<file path="src/rxdc_defines.svh">
// offsets, field positions, reset values and counts for the rx line decoder
// How it works
// field value 01 selects Manchester decoding
// Manchester only in packet mode, never continuous
// chip pair 10 gives one, 01 zero
// Manchester delivers one bit per two chips
// preamble and sync pass as plain NRZ
// chip clock constant, unchanged at payload start
// queue holds decoded NRZ bytes after Manchester
// field value 10 selects de-whitening
// XOR payload and CRC with nine-stage LFSR
// de-whitening keeps one bit per chip
// queue holds de-whitened NRZ payload bytes
// host enables at most one method
// sync detection starts payload decoding automatically
// two CRC bytes stripped, never queued
// LFSR x^9+x^5+1, preset ones, per bit
// values 00 and 11 pass data unchanged
`ifndef RXDC_DEFINES_SVH
`define RXDC_DEFINES_SVH
`define RXDC_IDX_QUEUE    8'h00
`define RXDC_IDX_RATE_HI  8'h03
`define RXDC_IDX_RATE_LO  8'h04
`define RXDC_IDX_PKT1     8'h37
`define RXDC_IDX_PLEN     8'h60
`define RXDC_IDX_CTL      8'h61
`define RXDC_IDX_STAT     8'h62
`define RXDC_RST_RATE_HI  8'h1A
`define RXDC_RST_RATE_LO  8'h0B
`define RXDC_RST_PKT1     8'h10
`define RXDC_RST_PLEN     8'h40
`define RXDC_DC_MSB       6
`define RXDC_DC_LSB       5
`define RXDC_CTL_CONT     0
`define RXDC_ST_OVF       0
`define RXDC_ST_BAD       1
`define RXDC_ST_LVL_LSB   8
`define RXDC_CRC_BYTES    8'h02
`define RXDC_LFSR_SEED    9'h1FF
`define RXDC_LFSR_TAP     5
`define RXDC_LAST_BIT     3'h7
`endif

</file>
<file path="src/rxdc_pkg.sv">
// types shared by the rx line decoder
package rxdc_pkg;
  typedef enum logic [1:0] {
    ST_IDLE = 2'b00,
    ST_PAY  = 2'b01,
    ST_CRC  = 2'b10
  } rxdc_state_e;

  typedef enum logic [1:0] {
    DC_NONE  = 2'b00,
    DC_MAN   = 2'b01,
    DC_WHITE = 2'b10,
    DC_RSVD  = 2'b11
  } rxdc_dc_e;

  typedef struct packed {
    rxdc_state_e state;
    logic [15:0] div;
    logic        half;
    logic        first;
    logic [7:0]  sh;
    logic [2:0]  nb;
    logic [7:0]  left;
    logic        pend_v;
    logic [7:0]  pend_d;
    logic [7:0]  rate_hi;
    logic [7:0]  rate_lo;
    logic [7:0]  pkt1;
    logic [7:0]  plen;
    logic        cont;
    logic        ovf;
    logic        bad;
    logic [31:0] prdata;
    logic        pready;
    logic        pslverr;
    logic        rd_hit;
    logic        ne;
  } rxdc_top_s;
endpackage

</file>
<file path="src/rxdc_fifo_if.sv">
// byte stream between the decoder and its receive queue
interface rxdc_fifo_if #(parameter int W = 8, parameter int LW = 5);
  logic          push_valid;
  logic          push_ready;
  logic [W-1:0]  push_data;
  logic          pop_valid;
  logic          pop_ready;
  logic [W-1:0]  pop_data;
  logic [LW-1:0] level;
  modport fill  (output push_valid, push_data, pop_ready,
                 input  push_ready, pop_valid, pop_data, level);
  modport store (input  push_valid, push_data, pop_ready,
                 output push_ready, pop_valid, pop_data, level);
endinterface

</file>
<file path="src/rxdc_fifo.sv">
// receive queue with a registered head word
module rxdc_fifo #(
  parameter int W  = 8,
  parameter int D  = 16,
  parameter int LW = 5
) (
  input  wire logic  clock_i,
  input  wire logic  rstn_i,
  rxdc_fifo_if.store q
);
  localparam int AW = $clog2(D);
  typedef struct packed {
    logic [D-1:0][W-1:0] mem;
    logic [AW-1:0]       wp;
    logic [AW-1:0]       rp;
    logic [LW-1:0]       cnt;
    logic                ov;
    logic [W-1:0]        od;
  } rxdc_fifo_s;
  rxdc_fifo_s s, n;

  // head register refills whenever it is empty or being taken
  always_comb begin
    n = s;
    if (q.pop_ready && s.ov) n.ov = 1'b0;
    if (!n.ov && s.cnt != '0) begin
      n.od  = s.mem[s.rp];
      n.ov  = 1'b1;
      n.rp  = AW'(s.rp + 1'b1);
      n.cnt = LW'(s.cnt - 1'b1);
    end
    if (q.push_valid && q.push_ready) begin
      n.mem[s.wp] = q.push_data;
      n.wp  = AW'(s.wp + 1'b1);
      n.cnt = LW'(n.cnt + 1'b1);
    end
  end

  always_ff @(posedge clock_i or negedge rstn_i) begin
    if (!rstn_i) s <= '0;
    else s <= n;
  end

  assign q.push_ready = (s.cnt != LW'(D));  // honest full, seen upstream
  assign q.pop_valid  = s.ov;
  assign q.pop_data   = s.od;
  assign q.level      = LW'(s.cnt + LW'(s.ov));
endmodule // rxdc_fifo

</file>
<file path="src/rxdc_lfsr.sv">
// nine-stage whitening sequence generator
`include "rxdc_defines.svh"
module rxdc_lfsr (
  input  wire logic clock_i,
  input  wire logic rstn_i,
  input  wire logic preset_i,
  input  wire logic step_i,
  output logic      bit_o
);
  typedef struct packed {
    logic [8:0] sr;
  } rxdc_lfsr_s;
  rxdc_lfsr_s s, n;

  // x^9 + x^5 + 1, one step per delivered bit
  always_comb begin
    n = s;
    if (preset_i) n.sr = `RXDC_LFSR_SEED;
    else if (step_i)
      n.sr = {s.sr[0] ^ s.sr[`RXDC_LFSR_TAP], s.sr[8:1]};
  end

  always_ff @(posedge clock_i or negedge rstn_i) begin
    if (!rstn_i) s <= '{sr: `RXDC_LFSR_SEED};
    else s <= n;
  end

  assign bit_o = s.sr[0];
endmodule // rxdc_lfsr

</file>
<file path="src/rxdc_decoder.sv">
// rx line decoder: Manchester / de-whitening, APB registers, queue
`include "rxdc_defines.svh"
module rxdc_decoder #(
  parameter int DEPTH = 16
) (
  input  wire logic        clock_i,
  input  wire logic        rstn_i,
  input  wire logic        psel_i,
  input  wire logic        penable_i,
  input  wire logic        pwrite_i,
  input  wire logic [11:0] paddr_i,
  input  wire logic [31:0] pwdata_i,
  output logic      [31:0] prdata_o,
  output logic             pready_o,
  output logic             pslverr_o,
  input  wire logic        chip_i,
  input  wire logic        sync_found_i,
  output logic             data_ready_o
);
  rxdc_pkg::rxdc_top_s s, n;
  rxdc_fifo_if #(.W(8), .LW(5)) qb ();
  logic             lfsr_bit;
  logic             lfsr_preset;
  logic             lfsr_step;
  logic             tick;
  logic             fire;
  logic             bval;
  logic             byte_done;
  logic [15:0]      rate;
  rxdc_pkg::rxdc_dc_e mode;
  logic [7:0]       idx;

  ////////////////////////////////////////////////////////////////////////////
  // helpers

  // word index of a byte address; upper bits must be clear to hit
  function automatic logic [7:0] reg_index(input logic [11:0] a);
    reg_index = a[9:2];
  endfunction

  function automatic logic mapped(input logic [11:0] a);
    logic [7:0] i;
    i = reg_index(a);
    mapped = (a[11:10] == 2'h0) &&
             (i == `RXDC_IDX_QUEUE || i == `RXDC_IDX_RATE_HI ||
              i == `RXDC_IDX_RATE_LO || i == `RXDC_IDX_PKT1 ||
              i == `RXDC_IDX_PLEN || i == `RXDC_IDX_CTL ||
              i == `RXDC_IDX_STAT);
  endfunction

  ////////////////////////////////////////////////////////////////////////////
  // sub-blocks

  rxdc_fifo #(.W(8), .D(DEPTH), .LW(5)) u_fifo (
    .clock_i (clock_i),
    .rstn_i  (rstn_i),
    .q       (qb.store)
  );

  rxdc_lfsr u_lfsr (
    .clock_i  (clock_i),
    .rstn_i   (rstn_i),
    .preset_i (lfsr_preset),
    .step_i   (lfsr_step),
    .bit_o    (lfsr_bit)
  );

  ////////////////////////////////////////////////////////////////////////////
  // next state

  // bus first, so a hardware flag set later in this process beats a clear
  always_comb begin
    n           = s;
    n.pready    = 1'b0;
    n.pslverr   = 1'b0;
    qb.pop_ready = 1'b0;
    idx         = reg_index(paddr_i);
    rate        = {s.rate_hi, s.rate_lo};
    mode        = rxdc_pkg::rxdc_dc_e'(s.pkt1[`RXDC_DC_MSB:`RXDC_DC_LSB]);
    fire        = 1'b0;
    bval        = chip_i;
    byte_done   = 1'b0;
    lfsr_preset = 1'b0;
    lfsr_step   = 1'b0;

    // apb setup: latch read data, answer in the first access cycle
    if (psel_i && !penable_i) begin
      n.pready  = 1'b1;
      n.pslverr = !mapped(paddr_i);
      n.prdata  = '0;
      n.rd_hit  = 1'b0;
      if (!pwrite_i && mapped(paddr_i)) begin
        if (idx == `RXDC_IDX_QUEUE) begin
          n.prdata[7:0] = qb.pop_valid ? qb.pop_data : 8'h00;
          n.rd_hit      = qb.pop_valid;  // pop only what was shown
        end else if (idx == `RXDC_IDX_RATE_HI) begin
          n.prdata[7:0] = s.rate_hi;
        end else if (idx == `RXDC_IDX_RATE_LO) begin
          n.prdata[7:0] = s.rate_lo;
        end else if (idx == `RXDC_IDX_PKT1) begin
          n.prdata[7:0] = s.pkt1;
        end else if (idx == `RXDC_IDX_PLEN) begin
          n.prdata[7:0] = s.plen;
        end else if (idx == `RXDC_IDX_CTL) begin
          n.prdata[`RXDC_CTL_CONT] = s.cont;
        end else begin
          n.prdata[`RXDC_ST_OVF] = s.ovf;
          n.prdata[`RXDC_ST_BAD] = s.bad;
          n.prdata[`RXDC_ST_LVL_LSB +: 5] = qb.level;
          n.prdata[`RXDC_ST_LVL_LSB + 8 +: 2] = s.state;
        end
      end
    end

    // apb access: writes land and the queue pops at the ready edge
    if (psel_i && penable_i && s.pready && !s.pslverr) begin
      if (!pwrite_i) begin
        qb.pop_ready = s.rd_hit && idx == `RXDC_IDX_QUEUE;
      end else if (idx == `RXDC_IDX_RATE_HI) begin
        n.rate_hi = pwdata_i[7:0];
      end else if (idx == `RXDC_IDX_RATE_LO) begin
        n.rate_lo = pwdata_i[7:0];
      end else if (idx == `RXDC_IDX_PKT1) begin
        n.pkt1 = pwdata_i[7:0];
      end else if (idx == `RXDC_IDX_PLEN) begin
        n.plen = pwdata_i[7:0];
      end else if (idx == `RXDC_IDX_CTL) begin
        n.cont = pwdata_i[`RXDC_CTL_CONT];
      end else if (idx == `RXDC_IDX_STAT) begin
        if (pwdata_i[`RXDC_ST_OVF]) n.ovf = 1'b0;
        if (pwdata_i[`RXDC_ST_BAD]) n.bad = 1'b0;
      end
    end

    // chip timing free-runs; it is never realigned at the payload
    tick  = (rate == 16'h0000) || (s.div >= 16'(rate - 16'h0001));
    n.div = tick ? 16'h0000 : 16'(s.div + 16'h0001);

    // a byte the queue accepted frees the pending slot
    if (s.pend_v && qb.push_ready) n.pend_v = 1'b0;

    // idle covers preamble and sync: chips are not decoded there
    if (tick && s.state != rxdc_pkg::ST_IDLE) begin
      if (mode == rxdc_pkg::DC_MAN) begin
        if (!s.half) begin
          n.half  = 1'b1;
          n.first = chip_i;
        end else begin
          n.half = 1'b0;
          fire   = 1'b1;
          bval   = s.first;  // 10 -> 1, 01 -> 0, see
          if (s.first == chip_i) n.bad = 1'b1;  // not a valid pair
        end
      end else if (mode == rxdc_pkg::DC_WHITE) begin
        fire      = 1'b1;
        bval      = chip_i ^ lfsr_bit;
        lfsr_step = 1'b1;
      end else begin
        fire = 1'b1;  // reserved value behaves as off, see
      end
    end

    // gather bits msb first; payload bytes queue, crc bytes do not
    if (fire) begin
      n.sh      = {s.sh[6:0], bval};
      n.nb      = 3'(s.nb + 3'h1);
      byte_done = (s.nb == `RXDC_LAST_BIT);
    end
    if (byte_done) begin
      n.left = 8'(s.left - 8'h01);
      if (s.state == rxdc_pkg::ST_PAY) begin
        if (n.pend_v) n.ovf = 1'b1;  // queue stalled too long
        n.pend_v = 1'b1;  // , see
        n.pend_d = {s.sh[6:0], bval};
        if (s.left == 8'h01) begin
          n.state = rxdc_pkg::ST_CRC;
          n.left  = `RXDC_CRC_BYTES;
        end
      end else if (s.left == 8'h01) begin
        n.state = rxdc_pkg::ST_IDLE;  // checksum dropped, see
      end
    end

    // sync restarts decoding from the very next chip
    if (sync_found_i && !s.cont) begin
      lfsr_preset = 1'b1;
      lfsr_step   = 1'b0;
      n.half      = 1'b0;
      n.nb        = 3'h0;
      if (s.plen == 8'h00) begin
        n.state = rxdc_pkg::ST_CRC;
        n.left  = `RXDC_CRC_BYTES;
      end else begin
        n.state = rxdc_pkg::ST_PAY;
        n.left  = s.plen;
      end
    end
    if (n.cont) n.state = rxdc_pkg::ST_IDLE;
    n.ne = qb.pop_valid && !qb.pop_ready;
  end

  assign qb.push_valid = s.pend_v;
  assign qb.push_data  = s.pend_d;

  // single register stage for all state
  always_ff @(posedge clock_i or negedge rstn_i) begin
    if (!rstn_i) begin
      s         <= '0;
      s.rate_hi <= `RXDC_RST_RATE_HI;
      s.rate_lo <= `RXDC_RST_RATE_LO;
      s.pkt1    <= `RXDC_RST_PKT1;
      s.plen    <= `RXDC_RST_PLEN;
    end else begin
      s <= n;
    end
  end

  assign prdata_o     = s.prdata;
  assign pready_o     = s.pready;
  assign pslverr_o    = s.pslverr;
  assign data_ready_o = s.ne;
endmodule // rxdc_decoder

</file>
<file path="config.mk">
export PLATFORM = sky130hd
export DESIGN_NAME = rxdc_decoder
export DESIGN_NICKNAME = d
export VERILOG_FILES = /design/src/rxdc_pkg.sv /design/src/rxdc_fifo_if.sv /design/src/rxdc_fifo.sv /design/src/rxdc_lfsr.sv /design/src/rxdc_decoder.sv
export VERILOG_INCLUDE_DIRS = /design/src
export SDC_FILE = /design/constraint.sdc
export NUM_CORES = 1
export LEC_CHECK = 0
export ABC_CLOCK_PERIOD_IN_PS = 3900
export BUFFER_PORTS_ARGS = -buffer_cell sky130_fd_sc_hd__buf_2
export CAP_MARGIN = 20
export CORE_ASPECT_RATIO = 1.2
export CORE_MARGIN = 4
export CORE_UTILIZATION = 30
export DETAILED_ROUTE_END_ITERATION = 10
export PLACE_DENSITY = 0.46
export SYNTH_ARGS = -nofsm -noshare
export SYNTH_HDL_FRONTEND = slang
export SYNTH_HIERARCHICAL = 1
export SYNTH_SLANG_ARGS = --single-unit
export TNS_END_PERCENT = 5
</file>
<file path="constraint.sdc">
create_clock -name clock_i -period 3.9 [get_ports clock_i]
set_clock_uncertainty 0.2 [all_clocks]
set_input_delay 1.17 -clock clock_i [delete_from_list [all_inputs] [get_ports clock_i]]
set_output_delay 1.17 -clock clock_i [all_outputs]
set_load 0.02 [all_outputs]
</file>
==> results of run 1 <==
repair_timing:
item	in CTS	in global routing
endpoints found under the setup margin	28	42
gates resized for setup	4	13
pin swaps	0	5
setup buffers	0	1
sequential cells by signal, summed over array words and instances, names as in the netlist:
name                flops
qb.push_valid           1
u_fifo/q.pop_valid      1
s                      56
data_ready_o            1
mode                    2
prdata_o               15
u_fifo/s              141
pready_o                1
u_fifo/q.pop_data       8
pslverr_o               1
qb.push_data            8
rate                   16
u_lfsr/s                9
worst reg2reg max path, delay by kind of cell (launching register included):
family | cells | cell delay [ns]
and+or+nand+nor | 8 | 2.11
buffers and inverters | 3 | 0.48
DFF | 1 | 0.38
adders and majority gates | 1 | 0.27
AOI/OAI and AO/OA | 2 | 0.19
xor gates and xnor gates | 1 | 0.14
through the flow:
step	util (%)	setup TNS [ns]
final	34.7	0
after global placement	32.4	-1.72
after floorplan	-	0
after CTS	34.6	0
after global routing	34.7	-2.53
after detailed placement	32.4	-1.51
final cells by class:
class	instances	share of cell area [%]
Timing Repair Buffer	96	4.64
Multi-Input combinational cell	727	41.3
Sequential cell	260	42.8
Tap cell	559	4.59
Clock inverter	6	0.361
Inverter	19	0.468
Clock buffer	48	5.83
path summary, 6_finish.rpt:
| check | slack, ns | cells after the start | to |
|---|---|---|---|
| worst max-delay path | 0.05 | 15 | s[88]$_DFFE_PN0P_ |
| min in group asynchronous | 0.36 | 1 | prdata_o[12]$_DFFE_PN0P_ |
| worst min-delay path | 0.28 | 1 | s[1]$_DFFE_PN0P_ |
| worst min register to register | 0.28 | 1 | s[1]$_DFFE_PN0P_ |
| max in group asynchronous | 2.26 | 2 | u_fifo/s[102]$_DFFE_PN0P_ |
| worst max register to register | 0.05 | 15 | s[88]$_DFFE_PN0P_ |
report_power, final:
part / total, uW / leakage [uW] / internal [uW] / switching [uW]
clock network: 2690 / 0.000464 / 1550 / 1140
registers: 2750 / 0.00350 / 2730 / 25.3
logic: 228 / 0.00313 / 74.7 / 153
logic make-up (layout without fill, tap and decap cells):
kind of cell	count (synthesis)	after routing
AO/OA/AOI/OAI	133	133
multiplexers	229	229
XOR/XNOR	45	45
other	1	17
AND/OR/NAND/NOR	272	272
flip-flops	260	260
adder cells (fa/ha/maj)	31	31
buffers and inverters	112	169
per-layer routing:
metal | GRT usage, % | up-vias
met3 | 2.31 | 42
met5 | 0 | -
li1 | - | 4018
met2 | 24.8 | 104
met1 | 17.6 | 4374
met4 | 3.07 | 0
cell usage after synthesis (3+ instances only):
master | count | area (um^2)
a2111oi_0 | 7 | 61.3
a211oi_1 | 9 | 67.6
a21o_1 | 10 | 75.1
a21oi_1 | 29 | 145
a22o_1 | 8 | 70.1
a22oi_1 | 7 | 52.6
a31oi_1 | 6 | 37.5
and2_1 | 7 | 43.8
and3_1 | 7 | 43.8
and4_1 | 4 | 35.0
buf_1 | 3 | 11.3
buf_2 | 11 | 55.1
buf_4 | 45 | 338
buf_6 | 5 | 56.3
clkbuf_1 | 29 | 109
dfrtp_1 | 243 | 6080
dfstp_2 | 17 | 447
ha_1 | 31 | 388
inv_1 | 18 | 67.6
mux2_1 | 12 | 135
mux2_2 | 170 | 1910
mux2i_1 | 21 | 210
mux4_2 | 25 | 563
nand2_1 | 55 | 206
nand2b_1 | 12 | 75.1
nand3_1 | 16 | 80.1
nand3_2 | 12 | 120
nand4_1 | 19 | 119
nor2_1 | 54 | 203
nor2b_1 | 27 | 169
nor3_1 | 14 | 70.1
nor3_2 | 3 | 30.0
nor3_4 | 3 | 48.8
nor4_1 | 13 | 81.3
o2111ai_1 | 7 | 61.3
o21ai_0 | 10 | 50.1
o22ai_1 | 10 | 62.6
o31ai_1 | 5 | 37.5
o32ai_1 | 3 | 26.3
or3_1 | 3 | 18.8
or4_1 | 5 | 37.5
xnor2_1 | 30 | 263
xor2_1 | 15 | 131
==> flow_summary.toml, run 1 <==
[final_layout]
nFillCells = 4382
multi_input_area_mm2 = 0.00630
final_cells = 1715
num-nets-final = 1216
final_cell_mix = "242 x dfrtp_1, 170 x mux2_2, 55 x nand2_1"
syn_to_final_growth_pct = 14.4
antenna_cells = 0
regArea_mm2 = 0.00653
final_common_cell = "dfrtp_1"
drive_above_1_share_pct = 34.6
design_area_mm2 = 0.0152

[routing]
drtAntennaViolNets = 0
drtPass1Iterations = 4
met3_length_um = 1110
vias_per_cell = 4.98
drt_iter0_drc = 302
met1_length_um = 14500
drt_wl_total_um = 33300
remaining_drc_errors = 0
vias = 8538
wire_per_inst_um = 19.4
wl_met2_um = 17100
top_layer_used = "met4"

[worst_setup_path]
r2r_start = "rate[7]$_DFFE_PN0P_"
startpoint = "rate[7]$_DFFE_PN0P_"
critPathKind = "reg -> reg"
cp_max_fo = 7
cpMaxStageDelayCell = "or4_4"
cp_cell_sequence = "or4_4, nor3_4, nand2_1, or3_4, buf_4, xor2_1, ha_1, nand4_1, buf_4, nor2_4, a2bb2oi_2, and3_4, buf_4, or4_1, a21oi_2"
crit_family = "simple AND/OR/NAND/NOR gates"
path_buf_inv = 3
cp_common_cell = "buf_4"
max_stage_delay_ns = 0.56
start_kind = "register"
worstPathRequired_ns = 4.20
critPathArrivalTime_ns = 4.14
cp-end-kind = "register"

[power]
powerDensity_mw_per_mm2 = 372
peakVddDrop_mv = 0.331
p_leak_uw = 0.00709
power_uw = 5670

[clocking]
cts_buffers = 30
cts.sinks = 260
cts_htree_levels = 1
cts.path.max_buffers = 3
clk_latency_ns = 0.59
cts_root_buffer = "clkbuf_16"
clkTransAtPathRegs_ns = 0.06
cts_tree = "done"
hold_buffers = 0

[placed_design]
place_area_mm2 = 0.0142
pre_cts_ws_ns = -0.135
io_buffers = 42
place_inst = 1660
hpwl_um = 23200
place_congestion = 0.842

[synthesis]
synthAdderAreaFrac_pct = 2.91
synthFlopType = "dfrtp_1"
synth_xor_area_share_pct = 2.96
synth_cells = 1083
synthesis.area_mm2 = 0.0133
ys_ff_latch = 260
async_flop_share_pct = 100
syn_avg_cell_area_um2 = 12.3
ys_seq_area_share_pct = 49.0
synth.distinct_cells = 79
synth_top_family_by_area = "multiplexers"
synth_edf_count = 0
synth_compound_area_share_pct = 7.18
yosysWarnings = 6
synth_mux_area_share_pct = 21.3
synth_simple_gate_area_share_pct = 11.9

[sta]
post-route-period-util_pct = 98.6
maxSlewViolCount = 0
timing.slew.headroom_pct = 34.0
fin_crit_ns = 3.85
finalWorstSetupSlack_ns = 0.0542
hold_violations = 0
finalSetupViolCount = 0
timing.hold.ws_ns = 0.277
fmax_mhz = 260
tightest_slew_ns = 0.964
rsz0062_at_grt = "yes"

[worst_hold_path]
worstHoldPathType = "reg -> reg"
hold_path_startpoint = "s[1]$_DFFE_PN0P_"

[global_routing]
grt_antenna_before_repair = 0
grt_pass1_vias = 8797
grt_max_degree = 73
grt_overflow = 0
grt.total_usage_pct = 13.8
grt_pass1_wl_um = 52900

[floorplanning]
core-area_mm2 = 0.0439
die_area_mm2 = 0.0479
initial_core_util_pct = 30.3
rows = 84
die_h_um = 239
die-width_um = 200
io_pins = 86

[outcome]
status = "complete, no violations"

[run]
maxCapViolCount = 0
Note: power is estimated with default switching activity, not from simulation.
==> inputs of run 2 (changes only) <==
--- a/config.mk
+++ b/config.mk
@@ -10,12 +10,10 @@
 export BUFFER_PORTS_ARGS = -buffer_cell sky130_fd_sc_hd__buf_2
 export CAP_MARGIN = 20
 export CORE_ASPECT_RATIO = 1.2
-export CORE_MARGIN = 4
 export CORE_UTILIZATION = 30
 export DETAILED_ROUTE_END_ITERATION = 10
 export PLACE_DENSITY = 0.46
 export SYNTH_ARGS = -nofsm -noshare
 export SYNTH_HDL_FRONTEND = slang
-export SYNTH_HIERARCHICAL = 1
 export SYNTH_SLANG_ARGS = --single-unit
 export TNS_END_PERCENT = 5
==> flow_summary.toml, run 2 <==
[clocking]
clk_latency_ns = 0.58
cts_root_buffer = "clkbuf_16"
hold_buffers = 0
cts_htree_levels = 1
cts_tree = "done"
cts_buffers = 30
cts.sinks = 260
cts.path.max_buffers = 3
clkTransAtPathRegs_ns = 0.06

[final_layout]
regMostFlops = "u_fifo.s"
multi_input_area_mm2 = 0.00598
largest_register_ffs = 141
final_common_cell = "dfrtp_1"
antenna_cells = 0
syn_to_final_growth_pct = 17.4
design_area_mm2 = 0.0151
drive_above_1_share_pct = 36.6
nFillCells = 4147
num-nets-final = 1194
final_cells = 1681
regArea_mm2 = 0.00653
final_cell_mix = "241 x dfrtp_1, 182 x mux2_2, 71 x nor2_1"

[synthesis]
synth_edf_count = 0
synthesis.area_mm2 = 0.0129
synth.distinct_cells = 63
ys_seq_area_share_pct = 50.6
syn_avg_cell_area_um2 = 12.4
yosysTopAreaCellShare_pct = 47.1
synthFlopType = "dfrtp_1"
synth_cells = 1038
yosysWarnings = 0
yosysMostFrequentCell = "dfrtp_1"
synthTopCellsByArea = "dfrtp_1 47%, mux2_2 16%, mux4_2 5.2%"
ys_ff_latch = 260
async_flop_share_pct = 100
yosys.area.top_type = "dfrtp_1"
synthTopCellsByCount = "243 x dfrtp_1, 182 x mux2_2, 72 x nor2_1"

[floorplanning]
die-width_um = 191
core-area_mm2 = 0.0421
rows = 82
die_h_um = 229
initial_core_util_pct = 30.7
io_pins = 86
die_area_mm2 = 0.0438

[global_routing]
grt.total_usage_pct = 15.0
grt_max_degree = 78
grt_pass1_vias = 8719
grt_overflow = 0
grt_pass1_wl_um = 51000
grt_antenna_before_repair = 0

[routing]
drt_wl_total_um = 32000
vias_per_cell = 4.94
wire_per_inst_um = 19.0
drt_iter0_drc = 346
drtPass1Iterations = 6
vias = 8306
remaining_drc_errors = 0
drtAntennaViolNets = 0

[power]
powerDensity_mw_per_mm2 = 409
peakVddDrop_mv = 0.337
p_leak_uw = 0.00725
power_uw = 6200

[placed_design]
hpwl_um = 22400
place_inst = 1625
io_buffers = 42
place_area_mm2 = 0.0140
place_congestion = 0.832

[worst_setup_path]
r2r_end = "s[97]$_DFFE_PN0P_"
crit_end = "s[97]$_DFFE_PN0P_"
start_kind = "register"
startpoint = "rate[6]$_DFFE_PN0P_"
worstPathRequired_ns = 4.16
cp-end-kind = "register"
critPathKind = "reg -> reg"
cp_max_fo = 11
critPathArrivalTime_ns = 4.00
r2r_start = "rate[6]$_DFFE_PN0P_"
ff2ff_path_depth = 13
regToRegSetupSlack_ns = 0.16

[outcome]
status = "complete, no violations"

[worst_hold_path]
worstHoldPathType = "reg -> reg"

[sta]
tightest_slew_ns = 0.826
hold_violations = 0
timing.hold.ws_ns = 0.283
post-route-period-util_pct = 95.9
fin_crit_ns = 3.74
fmax_mhz = 267
maxSlewViolCount = 0
timing.slew.headroom_pct = 44.9
finalSetupViolCount = 0

[run]
maxCapViolCount = 0
## run 2: cell count changes after synthesis, moves of 9 or more
cell,delta
nor2_1,+18
nor2b_1,-18
buf_4,-13
mux2_1,-12
mux2_2,+12
nand3_2,-12
nand2_1,-11
nand3_1,+11
a221o_1,+9
buf_2,-9
o21ai_0,+9
## run 2: logic make-up (layout without fill, tap and decap cells)
logic type,count (synthesis),after routing,synth area share [%]
multiplexers,236,236,23.2
adder cells (fa/ha/maj),32,32,3.10
flip-flops,260,260,50.6
buffers and inverters,99,180,3.89
other,1,17,0.0291
AND/OR/NAND/NOR,243,243,9.57
XOR/XNOR,49,49,3.33
AO/OA/AOI/OAI,118,118,6.32
## run 2: layer usage
layer	share of wire, %	track usage [%]
met1	43	18.8
met3	3.2	2.07
met4	2.4	4.61
met5	0	0
met2	51	26.4
## run 2: area by class of cell
| cell class | instances | area share, % |
|---|---|---|
| repair buffers | 102 | 4.84 |
| clock inverters | 20 | 2.02 |
| flip-flops and latches | 260 | 43.1 |
| well taps | 546 | 4.51 |
| inverters | 22 | 0.545 |
| multi-input cells | 695 | 39.5 |
| clock buffers | 36 | 5.50 |
## run 2: power breakdown
group / switching (uW) / internal [uW]
Combinational: 162 / 93.4
Sequential: 27.7 / 2730
Clock: 1200 / 1990
## run 2: worst min-delay path by stage
stage / end / startpoint / slack (ns) / cells past startpoint
finish: s[37]$_DFF_PN0_ / s[37]$_DFF_PN0_ / 0.28 / 2
global route: u_fifo.s[42]$_DFFE_PN0P_ / u_fifo.s[42]$_DFFE_PN0P_ / 0.31 / 1
CTS: s[37]$_DFF_PN0_ / s[37]$_DFF_PN0_ / 0.29 / 2
detailed placement: s[37]$_DFF_PN0_ / s[37]$_DFF_PN0_ / 0.27 / 2
global placement: s[37]$_DFF_PN0_ / s[37]$_DFF_PN0_ / 0.27 / 2
floorplan: s[37]$_DFF_PN0_ / s[37]$_DFF_PN0_ / 0.25 / 2
## run 2: critical path, cell delays in order, from the launching register on
cell and delay, ns:
dfrtp_1 0.39, nor4_2 0.26, buf_4 0.16, nand3_1 0.09, or3_4 0.35, buf_4 0.15
xor2_1 0.14, ha_1 0.18, a211oi_1 0.23, nor2_1 0.09, a311o_2 0.39, and4b_2 0.36
or4_4 0.27, mux2_2 0.36
## run 2: repair_timing
item / CTS / global route
resized for setup: 0 / 9
setup endpoints to repair: 0 / 37
buffers inserted: 0 / 0
## run 2: metrics by stage
stage / TNS, ns / util, % / setup WS [ns]
global placement: 0 / 33.2 / 0.0440
finish: 0 / 36.0 / 0.160
CTS: 0 / 35.9 / 0.0107
global route: -0.169 / 36.0 / -0.0295
floorplan: 0 / - / 0.169
detailed placement: -0.00594 / 33.2 / -0.00594
